--- config.mk ---
export PLATFORM = sky130hd
export DESIGN_NAME = txdma_chain
export DESIGN_NICKNAME = d
export VERILOG_FILES = /design/src/rtl/txdma_pkg.sv /design/src/rtl/txdma_chain.sv /design/src/rtl/txdma_step.sv /design/src/rtl/txdma_frame_count.sv
export SDC_FILE = /design/constraint.sdc
export NUM_CORES = 1
export LEC_CHECK = 0
export BUFFER_PORTS_ARGS = -buffer_cell sky130_fd_sc_hd__buf_4
export CORE_ASPECT_RATIO = 1.4
export CORE_MARGIN = 5
export CORE_UTILIZATION = 56
export DETAILED_ROUTE_END_ITERATION = 8
export PLACE_DENSITY = 0.81
export SYNTH_ARGS = -nofsm -noshare
export SYNTH_HDL_FRONTEND = slang
export SYNTH_HIERARCHICAL = 1
export SYNTH_SLANG_ARGS = --single-unit
--- constraint.sdc ---
create_clock -name clock -period 8.66 [get_ports clock]
set_input_delay 0.433 -clock clock [delete_from_list [all_inputs] [get_ports clock]]
set_output_delay 0.433 -clock clock [all_outputs]
set_load 0.02 [all_outputs]
--- src/rtl/txdma_pkg.sv ---
// constants and types for the chained transmit dma channel
//
// Operation
// - transmit channel moves data on transmitter requests
// - base high byte fixed while channel runs
// - no transfer before bus grant arrives
// - descriptor fetched before any buffer data read
// - buffer start and length loaded into counters
// - address up, count down by one or two
// - zero count switches to next descriptor
// - single-frame mode stops after frame end buffer
// - enable auto-clears; setting it again resumes
// - pointers kept across stop for next frame
// - chain end flag completes multi-frame transfer
// - frame or transfer completion raises frame interrupt
// - halt pointer writable while channel enabled
// - current equals halt on request: stop, error
// - enable flag sits at status bit one
// - frame counter overflow stops, clears, flags error
// - odd start on word bus sends byte first
package txdma_pkg;
   localparam logic [2:0] REG_CHAIN_BASE = 3'h0;
   localparam logic [2:0] REG_HALT_PTR = 3'h1;
   localparam logic [2:0] REG_CUR_PTR = 3'h2;
   localparam logic [2:0] REG_REMAIN = 3'h3;
   localparam logic [2:0] REG_BUF_LO = 3'h4;
   localparam logic [2:0] REG_BUF_HI = 3'h5;
   localparam logic [2:0] REG_CONFIG = 3'h6;
   localparam logic [2:0] REG_STATUS = 3'h7;
   localparam int CFG_CHAIN_KIND = 0;
   localparam int CFG_MULTI = 1;
   localparam int CFG_WORD_BUS = 2;
   localparam int CFG_FRAME_IRQ_EN = 3;
   localparam int CFG_HALT_IRQ_EN = 4;
   localparam int CFG_BITS = 5;
   localparam logic [4:0] CFG_RESET = 5'h00;
   localparam int ST_BUSY_BIT = 0;
   localparam int ST_ENABLE_BIT = 1;
   localparam int ST_FRAME_ACK_BIT = 2;
   localparam logic [2:0] DESC_CP = 3'h0;
   localparam logic [2:0] DESC_BP_LO = 3'h1;
   localparam logic [2:0] DESC_BP_HI = 3'h2;
   localparam logic [2:0] DESC_LEN = 3'h3;
   localparam logic [2:0] DESC_FLAGS = 3'h4;
   localparam int FLAG_FRAME_END = 7;
   localparam int FLAG_CHAIN_END = 6;
   localparam logic [15:0] COUNT_ZERO = 16'h0000;
   localparam logic [15:0] STEP_BYTE = 16'h0001;
   localparam logic [15:0] STEP_WORD = 16'h0002;
   localparam logic [3:0] FCT_FULL = 4'hf;
   localparam logic [3:0] FCT_ZERO = 4'h0;
   localparam logic [15:0] RD_ZERO = 16'h0000;
   typedef enum logic [2:0] {
      S_IDLE = 3'b000,
      S_ARB = 3'b001,
      S_CHECK = 3'b010,
      S_FETCH = 3'b011,
      S_DATA = 3'b100,
      S_SWITCH = 3'b101
   } state_t;
endpackage

--- src/rtl/txdma_chain.sv ---
// chained transmit dma channel: descriptor walk, buffer reads, transmitter feed
//
// The placing of the registers and the address-and-strobe port were chosen for this implementation.
`timescale 1ns/1ps
module txdma_chain
   import txdma_pkg::*;
(
   input wire logic clock, // system clock, 20 MHz
   input wire logic rstn, // synchronous reset, active low
   input wire logic [2:0] reg_addr, // register index
   input wire logic [15:0] reg_wdata, // register write data
   input wire logic reg_wr, // register write strobe
   input wire logic reg_rd, // register read strobe
   output logic [15:0] reg_rdata, // read data, cycle after strobe
   output logic bus_req, // asks arbiter for the memory bus
   input wire logic bus_grant, // arbiter grant
   output logic [23:0] mem_addr, // memory read address
   output logic mem_rd, // memory read pulse
   output logic mem_byte, // read is a single byte
   input wire logic [15:0] mem_rdata, // memory read data
   input wire logic mem_ack, // read data valid pulse
   input wire logic tx_req, // transmitter wants data, level
   output logic tx_wr, // data pulse to transmitter
   output logic [15:0] tx_data, // data to transmitter
   output logic tx_word, // both bytes of tx_data valid
   output logic tx_frame_end, // last data of a frame
   output logic frame_done_irq, // frame or transfer done pulse
   output logic halt_error_irq // halt pointer or overflow pulse
);
   ////////////////////////////////////////////////////////////////
   state_t state, next_state;
   logic [7:0] chain_base;
   logic [15:0] halt_ptr, cur_ptr, bytes_remaining;
   logic [23:0] bar;
   logic [CFG_BITS-1:0] cfg;
   logic enable;
   logic [15:0] cp_field, dl_field;
   logic [23:0] bp_field;
   logic [7:0] flag_byte;
   logic [2:0] fidx;
   logic rd_pend, cur_word;
   logic use_word;
   logic [15:0] step, pend_step;
   logic [3:0] pending_frame_count;
   logic fct_full;

   function automatic logic reg_hit(input logic [2:0] a, input logic [2:0] code);
      reg_hit = (a == code);
   endfunction

   wire logic wr_status = reg_wr && reg_hit(reg_addr, REG_STATUS);
   wire logic multi = cfg[CFG_MULTI];
   wire logic frame_end_flag = flag_byte[FLAG_FRAME_END];
   wire logic chain_end_flag = flag_byte[FLAG_CHAIN_END];
   // request checked against the halt pointer only in the check state
   wire logic halt_hit = state == S_CHECK && enable && tx_req && cur_ptr == halt_ptr;
   wire logic start_fetch = state == S_CHECK && enable && tx_req && cur_ptr != halt_ptr;
   wire logic fetch_ack = state == S_FETCH && rd_pend && mem_ack;
   wire logic fetch_done = fetch_ack && fidx == DESC_FLAGS;
   wire logic data_ack = state == S_DATA && rd_pend && mem_ack;
   wire logic issue_rd = !rd_pend && (state == S_FETCH || (state == S_DATA && tx_req && bytes_remaining != COUNT_ZERO));
   wire logic in_switch = state == S_SWITCH;
   wire logic stop_ovf = in_switch && multi && frame_end_flag && !chain_end_flag && fct_full;
   wire logic stop = in_switch && ((!multi && frame_end_flag) || chain_end_flag || stop_ovf);

   txdma_step u_step (
      .word_bus(cfg[CFG_WORD_BUS]),
      .addr0(bar[0]),
      .count(bytes_remaining),
      .use_word(use_word),
      .step(step)
   );

   txdma_frame_count u_fct (
      .clock(clock),
      .rstn(rstn),
      .inc(in_switch && multi && frame_end_flag && !stop_ovf),
      .dec(wr_status && reg_wdata[ST_FRAME_ACK_BIT]),
      .clear(stop_ovf),
      .count(pending_frame_count),
      .full(fct_full)
   );

   ////////////////////////////////////////////////////////////////
   always_comb begin
      next_state = state;
      case (state)
         S_IDLE: if (enable && cfg[CFG_CHAIN_KIND]) next_state = S_ARB;
         S_ARB: begin
            if (!enable) next_state = S_IDLE;
            else if (bus_grant) next_state = S_CHECK;
         end
         S_CHECK: begin
            if (!enable || halt_hit) next_state = S_IDLE;
            else if (start_fetch) next_state = S_FETCH;
         end
         S_FETCH: if (fetch_done) next_state = S_DATA;
         S_DATA: if (bytes_remaining == COUNT_ZERO && !rd_pend) next_state = S_SWITCH;
         S_SWITCH: next_state = stop ? S_IDLE : S_CHECK;
         default: next_state = S_IDLE;
      endcase
   end

   always_ff @(posedge clock) begin
      if (!rstn) begin
         state <= S_IDLE;
         bus_req <= 1'b0;
      end else begin
         state <= next_state;
         bus_req <= next_state != S_IDLE;
      end
   end

   ////////////////////////////////////////////////////////////////
   // software set wins over the hardware clear in the same cycle
   always_ff @(posedge clock) begin
      if (!rstn) begin
         enable <= 1'b0;
      end else if (wr_status) begin
         enable <= reg_wdata[ST_ENABLE_BIT];
      end else if (stop || halt_hit) begin
         enable <= 1'b0;
      end
   end

   always_ff @(posedge clock) begin
      if (!rstn) begin
         chain_base <= 8'h00;
         halt_ptr <= 16'h0000;
         cfg <= CFG_RESET;
      end else if (reg_wr) begin
         // base frozen while the channel runs
         if (reg_hit(reg_addr, REG_CHAIN_BASE) && state == S_IDLE) chain_base <= reg_wdata[7:0];
         if (reg_hit(reg_addr, REG_HALT_PTR)) halt_ptr <= reg_wdata;
         if (reg_hit(reg_addr, REG_CONFIG)) cfg <= reg_wdata[CFG_BITS-1:0];
      end
   end

   // kept across a stop so the next enable picks up the next frame
   always_ff @(posedge clock) begin
      if (!rstn) begin
         cur_ptr <= 16'h0000;
      end else if (in_switch) begin
         cur_ptr <= cp_field;
      end else if (reg_wr && reg_hit(reg_addr, REG_CUR_PTR) && state == S_IDLE) begin
         cur_ptr <= reg_wdata;
      end
   end

   ////////////////////////////////////////////////////////////////
   always_ff @(posedge clock) begin
      if (!rstn) begin
         cp_field <= 16'h0000;
         bp_field <= 24'h000000;
         dl_field <= 16'h0000;
         flag_byte <= 8'h00;
      end else if (fetch_ack) begin
         case (fidx)
            DESC_CP: cp_field <= mem_rdata;
            DESC_BP_LO: bp_field[15:0] <= mem_rdata;
            DESC_BP_HI: bp_field[23:16] <= mem_rdata[7:0];
            DESC_LEN: dl_field <= mem_rdata;
            default: flag_byte <= mem_rdata[7:0];
         endcase
      end
   end

   always_ff @(posedge clock) begin
      if (!rstn || start_fetch) begin
         fidx <= DESC_CP;
      end else if (fetch_ack) begin
         fidx <= fidx + 3'h1;
      end
   end

   // only the channel moves the read address and count
   always_ff @(posedge clock) begin
      if (!rstn) begin
         bar <= 24'h000000;
         bytes_remaining <= COUNT_ZERO;
      end else if (fetch_done) begin
         bar <= bp_field;
         bytes_remaining <= dl_field;
      end else if (data_ack) begin
         bar <= bar + {8'h00, pend_step};
         bytes_remaining <= bytes_remaining - pend_step;
      end
   end

   ////////////////////////////////////////////////////////////////
   always_ff @(posedge clock) begin
      if (!rstn) begin
         rd_pend <= 1'b0;
         cur_word <= 1'b0;
         pend_step <= STEP_BYTE;
         mem_rd <= 1'b0;
         mem_byte <= 1'b0;
         mem_addr <= 24'h000000;
      end else begin
         mem_rd <= issue_rd;
         if (issue_rd) begin
            rd_pend <= 1'b1;
            if (state == S_FETCH) begin
               mem_addr <= {chain_base, cur_ptr + {12'h000, fidx, 1'b0}};
               mem_byte <= 1'b0;
               cur_word <= 1'b1;
            end else begin
               mem_addr <= bar;
               mem_byte <= !use_word;
               cur_word <= use_word;
               pend_step <= step;
            end
         end else if (mem_ack) begin
            rd_pend <= 1'b0;
         end
      end
   end

   // byte lane follows the address, low byte at even addresses
   always_ff @(posedge clock) begin
      if (!rstn) begin
         tx_wr <= 1'b0;
         tx_data <= 16'h0000;
         tx_word <= 1'b0;
         tx_frame_end <= 1'b0;
      end else begin
         tx_wr <= data_ack;
         if (data_ack) begin
            tx_data <= cur_word ? mem_rdata : {8'h00, (bar[0] ? mem_rdata[15:8] : mem_rdata[7:0])};
            tx_word <= cur_word;
            tx_frame_end <= frame_end_flag && (bytes_remaining == pend_step);
         end
      end
   end

   always_ff @(posedge clock) begin
      if (!rstn) begin
         frame_done_irq <= 1'b0;
         halt_error_irq <= 1'b0;
      end else begin
         frame_done_irq <= cfg[CFG_FRAME_IRQ_EN] && in_switch && (frame_end_flag || chain_end_flag);
         halt_error_irq <= cfg[CFG_HALT_IRQ_EN] && (halt_hit || stop_ovf);
      end
   end

   ////////////////////////////////////////////////////////////////
   always_ff @(posedge clock) begin
      if (!rstn || !reg_rd) begin
         reg_rdata <= RD_ZERO;
      end else begin
         case (reg_addr)
            REG_CHAIN_BASE: reg_rdata <= {8'h00, chain_base};
            REG_HALT_PTR: reg_rdata <= halt_ptr;
            REG_CUR_PTR: reg_rdata <= cur_ptr;
            REG_REMAIN: reg_rdata <= bytes_remaining;
            REG_BUF_LO: reg_rdata <= bar[15:0];
            REG_BUF_HI: reg_rdata <= {8'h00, bar[23:16]};
            REG_CONFIG: reg_rdata <= {11'h000, cfg};
            default: reg_rdata <= {8'h00, pending_frame_count, 2'b00, enable, state != S_IDLE};
         endcase
      end
   end
endmodule

--- src/rtl/txdma_step.sv ---
// byte or word choice for the next buffer read
`timescale 1ns/1ps
module txdma_step
   import txdma_pkg::*;
(
   input wire logic word_bus, // 16-bit memory bus in use
   input wire logic addr0, // low bit of read address
   input wire logic [15:0] count, // bytes left in buffer
   output logic use_word, // next read is a word
   output logic [15:0] step // bytes consumed by next read
);
   // odd address or single byte left forces a byte read
   assign use_word = word_bus && !addr0 && (count > STEP_BYTE);
   assign step = use_word ? STEP_WORD : STEP_BYTE;
endmodule

--- src/rtl/txdma_frame_count.sv ---
// pending frame counter for multi-frame mode
`timescale 1ns/1ps
module txdma_frame_count
   import txdma_pkg::*;
(
   input wire logic clock, // system clock
   input wire logic rstn, // synchronous reset, active low
   input wire logic inc, // a frame completed
   input wire logic dec, // software serviced one frame
   input wire logic clear, // overflow handled
   output logic [3:0] count, // frames not yet serviced
   output logic full // counter at its top value
);
   always_ff @(posedge clock) begin
      if (!rstn || clear) begin
         count <= FCT_ZERO;
      end else if (inc && !dec && count != FCT_FULL) begin
         count <= count + 4'h1;
      end else if (dec && !inc && count != FCT_ZERO) begin
         count <= count - 4'h1;
      end
   end
   assign full = (count == FCT_FULL);
endmodule

==> results of run 1 <==
[layer usage]
| metal | part of all wire [%] | track usage [%] |
|---|---|---|
| met5 | 0 | 0 |
| met4 | 10 | 27.9 |
| met3 | 6.6 | 4.70 |
| met2 | 48 | 53.7 |
| met1 | 35 | 34.2 |
[how the worst max path moves through the flow]
stage               depth (start not counted)           startpoint                     endpoint  slack, ps
floorplan                                  11          reg_addr[0]  u_fct/count[3]$_SDFFE_PP0P_       5730
global placement                           14  state[1]$_SDFF_PN0_  u_fct/count[3]$_SDFFE_PP0P_       4960
detailed placement                         14  state[1]$_SDFF_PN0_  u_fct/count[3]$_SDFFE_PP0P_       4840
global route                               14  state[1]$_SDFF_PN0_  u_fct/count[3]$_SDFFE_PP0P_       4550
CTS                                        14  state[1]$_SDFF_PN0_  u_fct/count[3]$_SDFFE_PP0P_       4840
finish                                     14  state[1]$_SDFF_PN0_  u_fct/count[3]$_SDFFE_PP0P_       4790
[sequential cells by signal, indices dropped and copies added, names as in the netlist, 2 cells and up]
register         count
bar                 24
bp_field            24
mem_addr            24
bytes_remaining     16
cp_field            16
cur_ptr             16
dl_field            16
halt_ptr            16
pend_step           16
reg_rdata           16
tx_data             16
chain_base           8
cfg                  5
u_fct/count          4
fidx                 3
state                3
flag_byte            2
[per-stage QoR]
step                      hold WS [ps]  setup slack [ps]
final                              166              4790
after global routing               164              4550
after CTS                          157              4840
after detailed placement           445              4840
after global placement             439              4960
after floorplan                    432              5730
[where the power goes]
group / total [mW] / switching, mW / internal, mW / leakage, nW
Combinational: 0.102 / 0.0663 / 0.0354 / 2.82
Clock: 0.982 / 0.431 / 0.551 / 0.358
Sequential: 1.10 / 0.0129 / 1.09 / 1.90
Total: 2.19 / 0.510 / 1.68 / 5.08
[layout make-up]
class | instances | area (um2) | share of cell area [%]
clock buffers | 35 | 692 | 5.04
clock inverters | 4 | 35.0 | 0.255
inverters | 36 | 138 | 1.00
multi-input cells | 1133 | 6930 | 50.4
flip-flops and latches | 236 | 4720 | 34.4
well taps | 297 | 372 | 2.70
repair buffers | 113 | 848 | 6.17
[kinds of logic (layout without fill, tap and decap cells)]
kind of cell | after synthesis | in the layout | share of synthesized area (%)
buffers and inverters | 147 | 188 | 5.70
AND/OR/NAND/NOR | 558 | 558 | 20.3
AO/OA/AOI/OAI | 393 | 393 | 20.9
XOR/XNOR | 51 | 51 | 3.63
multiplexers | 72 | 72 | 6.26
adder cells (fa/ha/maj) | 45 | 45 | 4.82
other | 1 | 14 | 0.0305
flip-flops | 236 | 236 | 38.4
[layout by cell type, fill, tap and decap left out, types with 8 or more instances in the layout]
cell       count
a211oi_1      24
a21o_1        14
a21oi_1      138
a221oi_1      11
a22oi_1       33
a311oi_1      18
a31oi_1       17
and3_1        14
buf_4        113
clkbuf_16     24
conb_1        14
dfxtp_1      236
ha_1          41
inv_1         32
mux2i_1       60
nand2_1      271
nand3_1       29
nand4_1       13
nor2_1       147
nor2b_1       10
nor3_1        16
nor4_1         8
o21a_1        15
o21ai_0       54
o21ai_1        8
xnor2_1       40
xor2_1        11
[tightest hold or removal path: stages]
cell and delay [ps]:
buf_4 120, nand2_1 50, a21oi_1 50
==> metrics.txt, run 1 <==
Placement Cell Area 13000 um2; FP Rows 64; outcome finished with violations; clk sinks 236; Hold-fix buffers, CTS 0; Seq cells post-synth 236; drt wl/cell 21.9 um; post-CTS sizing 0; family with the most delay on the worst path simple AND/OR/NAND/NOR gates; GRT Util Overall 31.7%; CP cell instances inv_1 -> nand3_1 -> buf_4 -> clkinv_1 -> nand3_1 -> nor3b_1 -> nor2_1 -> or2b_1 -> or2_1 -> ha_1 -> a21oi_1 -> a211oi_2 -> a31oi_1 -> mux2_1; most frequent cells after synthesis nand2_1 (271), dfxtp_1 (236), nor2_1 (147); first-pass iteration count of the detailed router 8; worst-case clock buffer depth 3; Core Footprint 21800 um2; number of buffers created by CTS 24; post-DP HPWL 29.1 mm; Max Cap Viol 0; worst r2r path cells 14; Max Fclk 259 MHz; CP bufs+invs 3; Crit. End Element flop; CP max stage cell dfxtp_1; Final Power 2.19 mW; final core occ 63.1%; Die ar. 25100 um2; prevailing post-synth register cell dfxtp_1; worst-path fanout max 20; Synth area leaders dfxtp_1 (38%), nand2_1 (8.3%), a21oi_1 (5.6%); Syn Inst Count 1503; Area growth syn-to-layout 11.7%; TritonCTS clock tree done; number of flops mapped to enable cells by yosys 0; clk slew on worst S/H paths 60 ps; Initial Utilization 56.5%; P_leak 5.08 nW; DR DRC count 1; Worst R2R Start state[1]$_SDFF_PN0_; I/O pins 106; Die Span Y 185 um; TNS Setup 0 ps; Layout Cells excl Fill 1854; Final period util 44.7%; die width 135 um; CP startpoint kind flop; PwrDens 159 nW/um2; post-route clock skew 14.5 ps; Placed Cells incl. Taps 1815; diode count 0; initial antenna violation count 0; final slew viol count 0; maximum VDD drop 130 uV; Avg Cell Area, Syn 8.18 um2; Layout Nets 1631; Crit path required time 9080 ps; Synth top area share 38.4%; vias per cell 6.17; fraction of layout instances using a drive strength above 1 12.1%; number of global-route vias before repair 11100; Async SR Flop Fraction 0%; global-route wire length before repair 61.8 mm; Worst-Skew Late Latency 530 ps; Root Buffer clkbuf_16; worst reg-to-reg setup slack 4790 ps; Post CTS Setup Buffer Count 0; Synth cell types 86; htree depth 1; largest stage delay on the critical path 580 ps; CP Data Arrival Time 4280 ps; Vias 11400; violations in the final reports DRC; share of the yosys chip area belonging to registers 38.4%; minimum clock period 3870 ps; critical path class flop to flop; Worst Tran Pin Value 1280 ps; GP Congestion 1.01; Final setup viols 0; RSZ-0062 raised after global routing no; final hold violations 0; min-delay src reg_wdata[14]; Initial DRC Count 1096; Cell Area, Synth 12300 um2; yosys warns 6; fillers 1909; most frequent cell after synthesis nand2_1; Post-DRT Antenna Nets 0; min-delay worst type input port to flop; Final Cell Area 13700 um2; largest net degree at the start of global routing 98; port bufs 105; Yosys top cell by area dfxtp_1; Rel. slew slack 14.5%; CP most frequent cell nand3_1; worst hold endpoint halt_ptr[14]$_SDFFE_PN0P_; Remaining Overflow, GRT 0; WHS Path Cells 3; RR Endpoint u_fct/count[3]$_SDFFE_PP0P_; Post-Route WL 40.6 mm
(Power assumes the default switching activity.)
==> run 2, diff against run 1 <==
- ABC_AREA: default -> 1
- CORE_UTILIZATION: 56 -> 55
- PLACE_DENSITY: 0.81 -> 0.82
- clock period: 8.66 -> 3.17 ns (I/O delays scaled with it)
==> metrics.txt, run 2 <==
Avg Cell Area, Syn 6.72 um2; min-delay worst type input port to flop; Max Cap Viol 0; most frequent cells after synthesis nand2_1 (457), inv_1 (241), dfxtp_1 (236); worst-path fanout max 8; number of global-route vias before repair 13300; critical path class flop to flop; post-route clock skew 15.5 ps; CP Data Arrival Time 3200 ps; post-DP HPWL 34.6 mm; final hold violations 0; Crit. End Element flop; Root Buffer clkbuf_16; post-CTS sizing 0; Post CTS Setup Buffer Count 0; Final setup viols 0; number of buffers created by CTS 24; Final period util 87.5%; Post-Route WL 46.7 mm; Sequential Power Share 48.9%; Synth cell types 53; Vias 13600; share of the yosys chip area belonging to registers 36.6%; yosys warns 6; htree depth 1; Max Fclk 360 MHz; prevailing post-synth register cell dfxtp_1; Rel. slew slack 45.2%; Syn Inst Count 1922; port bufs 105; DR DRC count 0; drt wl/cell 19.9 um; Synth area leaders dfxtp_1 (37%), nand2_1 (13%), inv_1 (7.0%); CP startpoint kind flop; I/O pins 106; clk sinks 236; Remaining Overflow, GRT 0; number of flops mapped to enable cells by yosys 0; initial antenna violation count 0; Synth top area share 36.6%; Hold-fix buffers, CTS 31; Layout Cells excl Fill 2346; Seq cells post-synth 236; TritonCTS clock tree done; Core Footprint 23200 um2; P_leak 6.48 nW; RSZ-0062 raised after global routing no; Post-DRT Antenna Nets 0; GRT Util Overall 34.2%; switching share of power 24.0%; outcome finished, final reports clean; global-route wire length before repair 72.1 mm; FP Rows 66; GP Congestion 1.02; Die Span Y 191 um; largest net degree at the start of global routing 93; Placed Cells incl. Taps 2271; Worst-Skew Late Latency 530 ps; top flop regs bar x24, bp_field x24, mem_addr x24; Initial DRC Count 1593; Die ar. 26700 um2; Initial Utilization 55.7%; Comb power frac 5.1%; TNS Setup 0 ps; leading cell type in the layout, fill and taps excluded nand2_1; Area growth syn-to-layout 15.6%; Psw 1.48 mW; vias per cell 5.80; fraction of layout instances using a drive strength above 1 9.71%; PwrDens 414 nW/um2; commonest cells after routing, fill and taps aside nand2_1 (457), inv_1 (241), dfxtp_1 (236); most frequent cell after synthesis nand2_1; Layout Nets 2109; minimum clock period 2780 ps; final slew viol count 0; clk slew on worst S/H paths 60 ps; clock group share of total power 46.0%; Worst Tran Pin Value 820 ps; Async SR Flop Fraction 0%; Crit path required time 3590 ps; cell-internal power 4.69 mW; Cell Area, Synth 12900 um2; worst-case clock buffer depth 3; first-pass iteration count of the detailed router 6; die width 140 um; Yosys top cell by area dfxtp_1; maximum VDD drop 452 uV; diode count 0
## run 2: changes by cell type after synthesis, moves of 14 or more
cell	change
inv_1	+209
nand2_1	+186
nand3_1	+108
o21ai_0	+72
mux2i_1	-60
nor2_1	+45
a21oi_1	+41
xnor2_1	-37
o22ai_1	+35
a22oi_1	-33
a211oi_1	-22
a311oi_1	-18
xor2_1	+15
o21a_1	-14
## run 2: metal layers
layer / global-route usage, % / vias up / wire, um
met2: 59.2 / 692 / 22200
met1: 38.3 / 6259 / 17000
li1: - / 6438 / -
met5: 0 / - / 0
met3: 4.60 / 213 / 3300
met4: 25.1 / 0 / 4210
## run 2: final timing paths
path	startpoint	to	slack (ps)	cells after the start
hold / removal	mem_rdata[6]	cp_field[6]$_SDFFE_PN0P_	20	3
hold reg to reg	dl_field[0]$_SDFFE_PN0P_	dl_field[0]$_SDFFE_PN0P_	460	2
setup reg to reg	state[0]$_SDFF_PN0_	u_fct/count[3]$_SDFFE_PP0P_	390	15
setup / recovery	state[0]$_SDFF_PN0_	u_fct/count[3]$_SDFFE_PP0P_	390	15
## run 2: power by group through the flow
stage	registers [mW]	clock network (mW)	logic (mW)
6_report	3.02	2.84	0.312
5_1_grt	3.02	2.97	0.332
4_1_cts	3.02	2.85	0.302
3_5_place_dp	3.09	0	0.269
3_3_place_gp	3.09	0	0.268
2_1_floorplan	3.07	0	0.154
## run 2: kinds of logic after synthesis
group | Yosys count | synth area share [%]
DFF | 236 | 36.6
xor gates and xnor gates | 29 | 1.97
buffers and inverters | 339 | 10.6
other | 1 | 0.0290
muxes | 8 | 0.698
AOI/OAI and AO/OA | 413 | 17.8
adders and majority gates | 45 | 4.59
and+or+nand+nor | 851 | 27.7
## run 2: cell type report
type / count / area (um2)
Clock inverter: 10 / 65.1
Multi-Input combinational cell: 1360 / 6870
Tap cell: 306 / 383
Sequential cell: 236 / 4720
Clock buffer: 34 / 719
Fill cell: 2114 / 8280
Timing Repair Buffer: 152 / 1230
Inverter: 248 / 932
## run 2: critical path: stages (launching register included)
cell,delay (ps)
dfxtp_1,460
nand3_1,180
buf_4,200
nor3_1,550
inv_1,120
nor2_2,180
o21ai_4,120
ha_1,330
nand3_1,120
inv_1,50
nor2_1,90
nand2_1,70
nand3_2,70
nand2_1,50
nand2_1,50
nor2_1,40
## run 2: metrics by stage
step / setup slack [ps] / instance area, um2 / utilization (%) / power [mW] / hold WS [ps]
floorplan: 703 / 13000 / - / 3.22 / 293
global placement: 534 / 13800 / 59.6 / 3.35 / 398
detailed placement: 481 / 13800 / 59.6 / 3.36 / 400
CTS: 469 / 14900 / 64.3 / 6.17 / 14.2
global route: 221 / 14900 / 64.3 / 6.32 / 27.1
finish: 395 / 14900 / 64.3 / 6.17 / 17.7
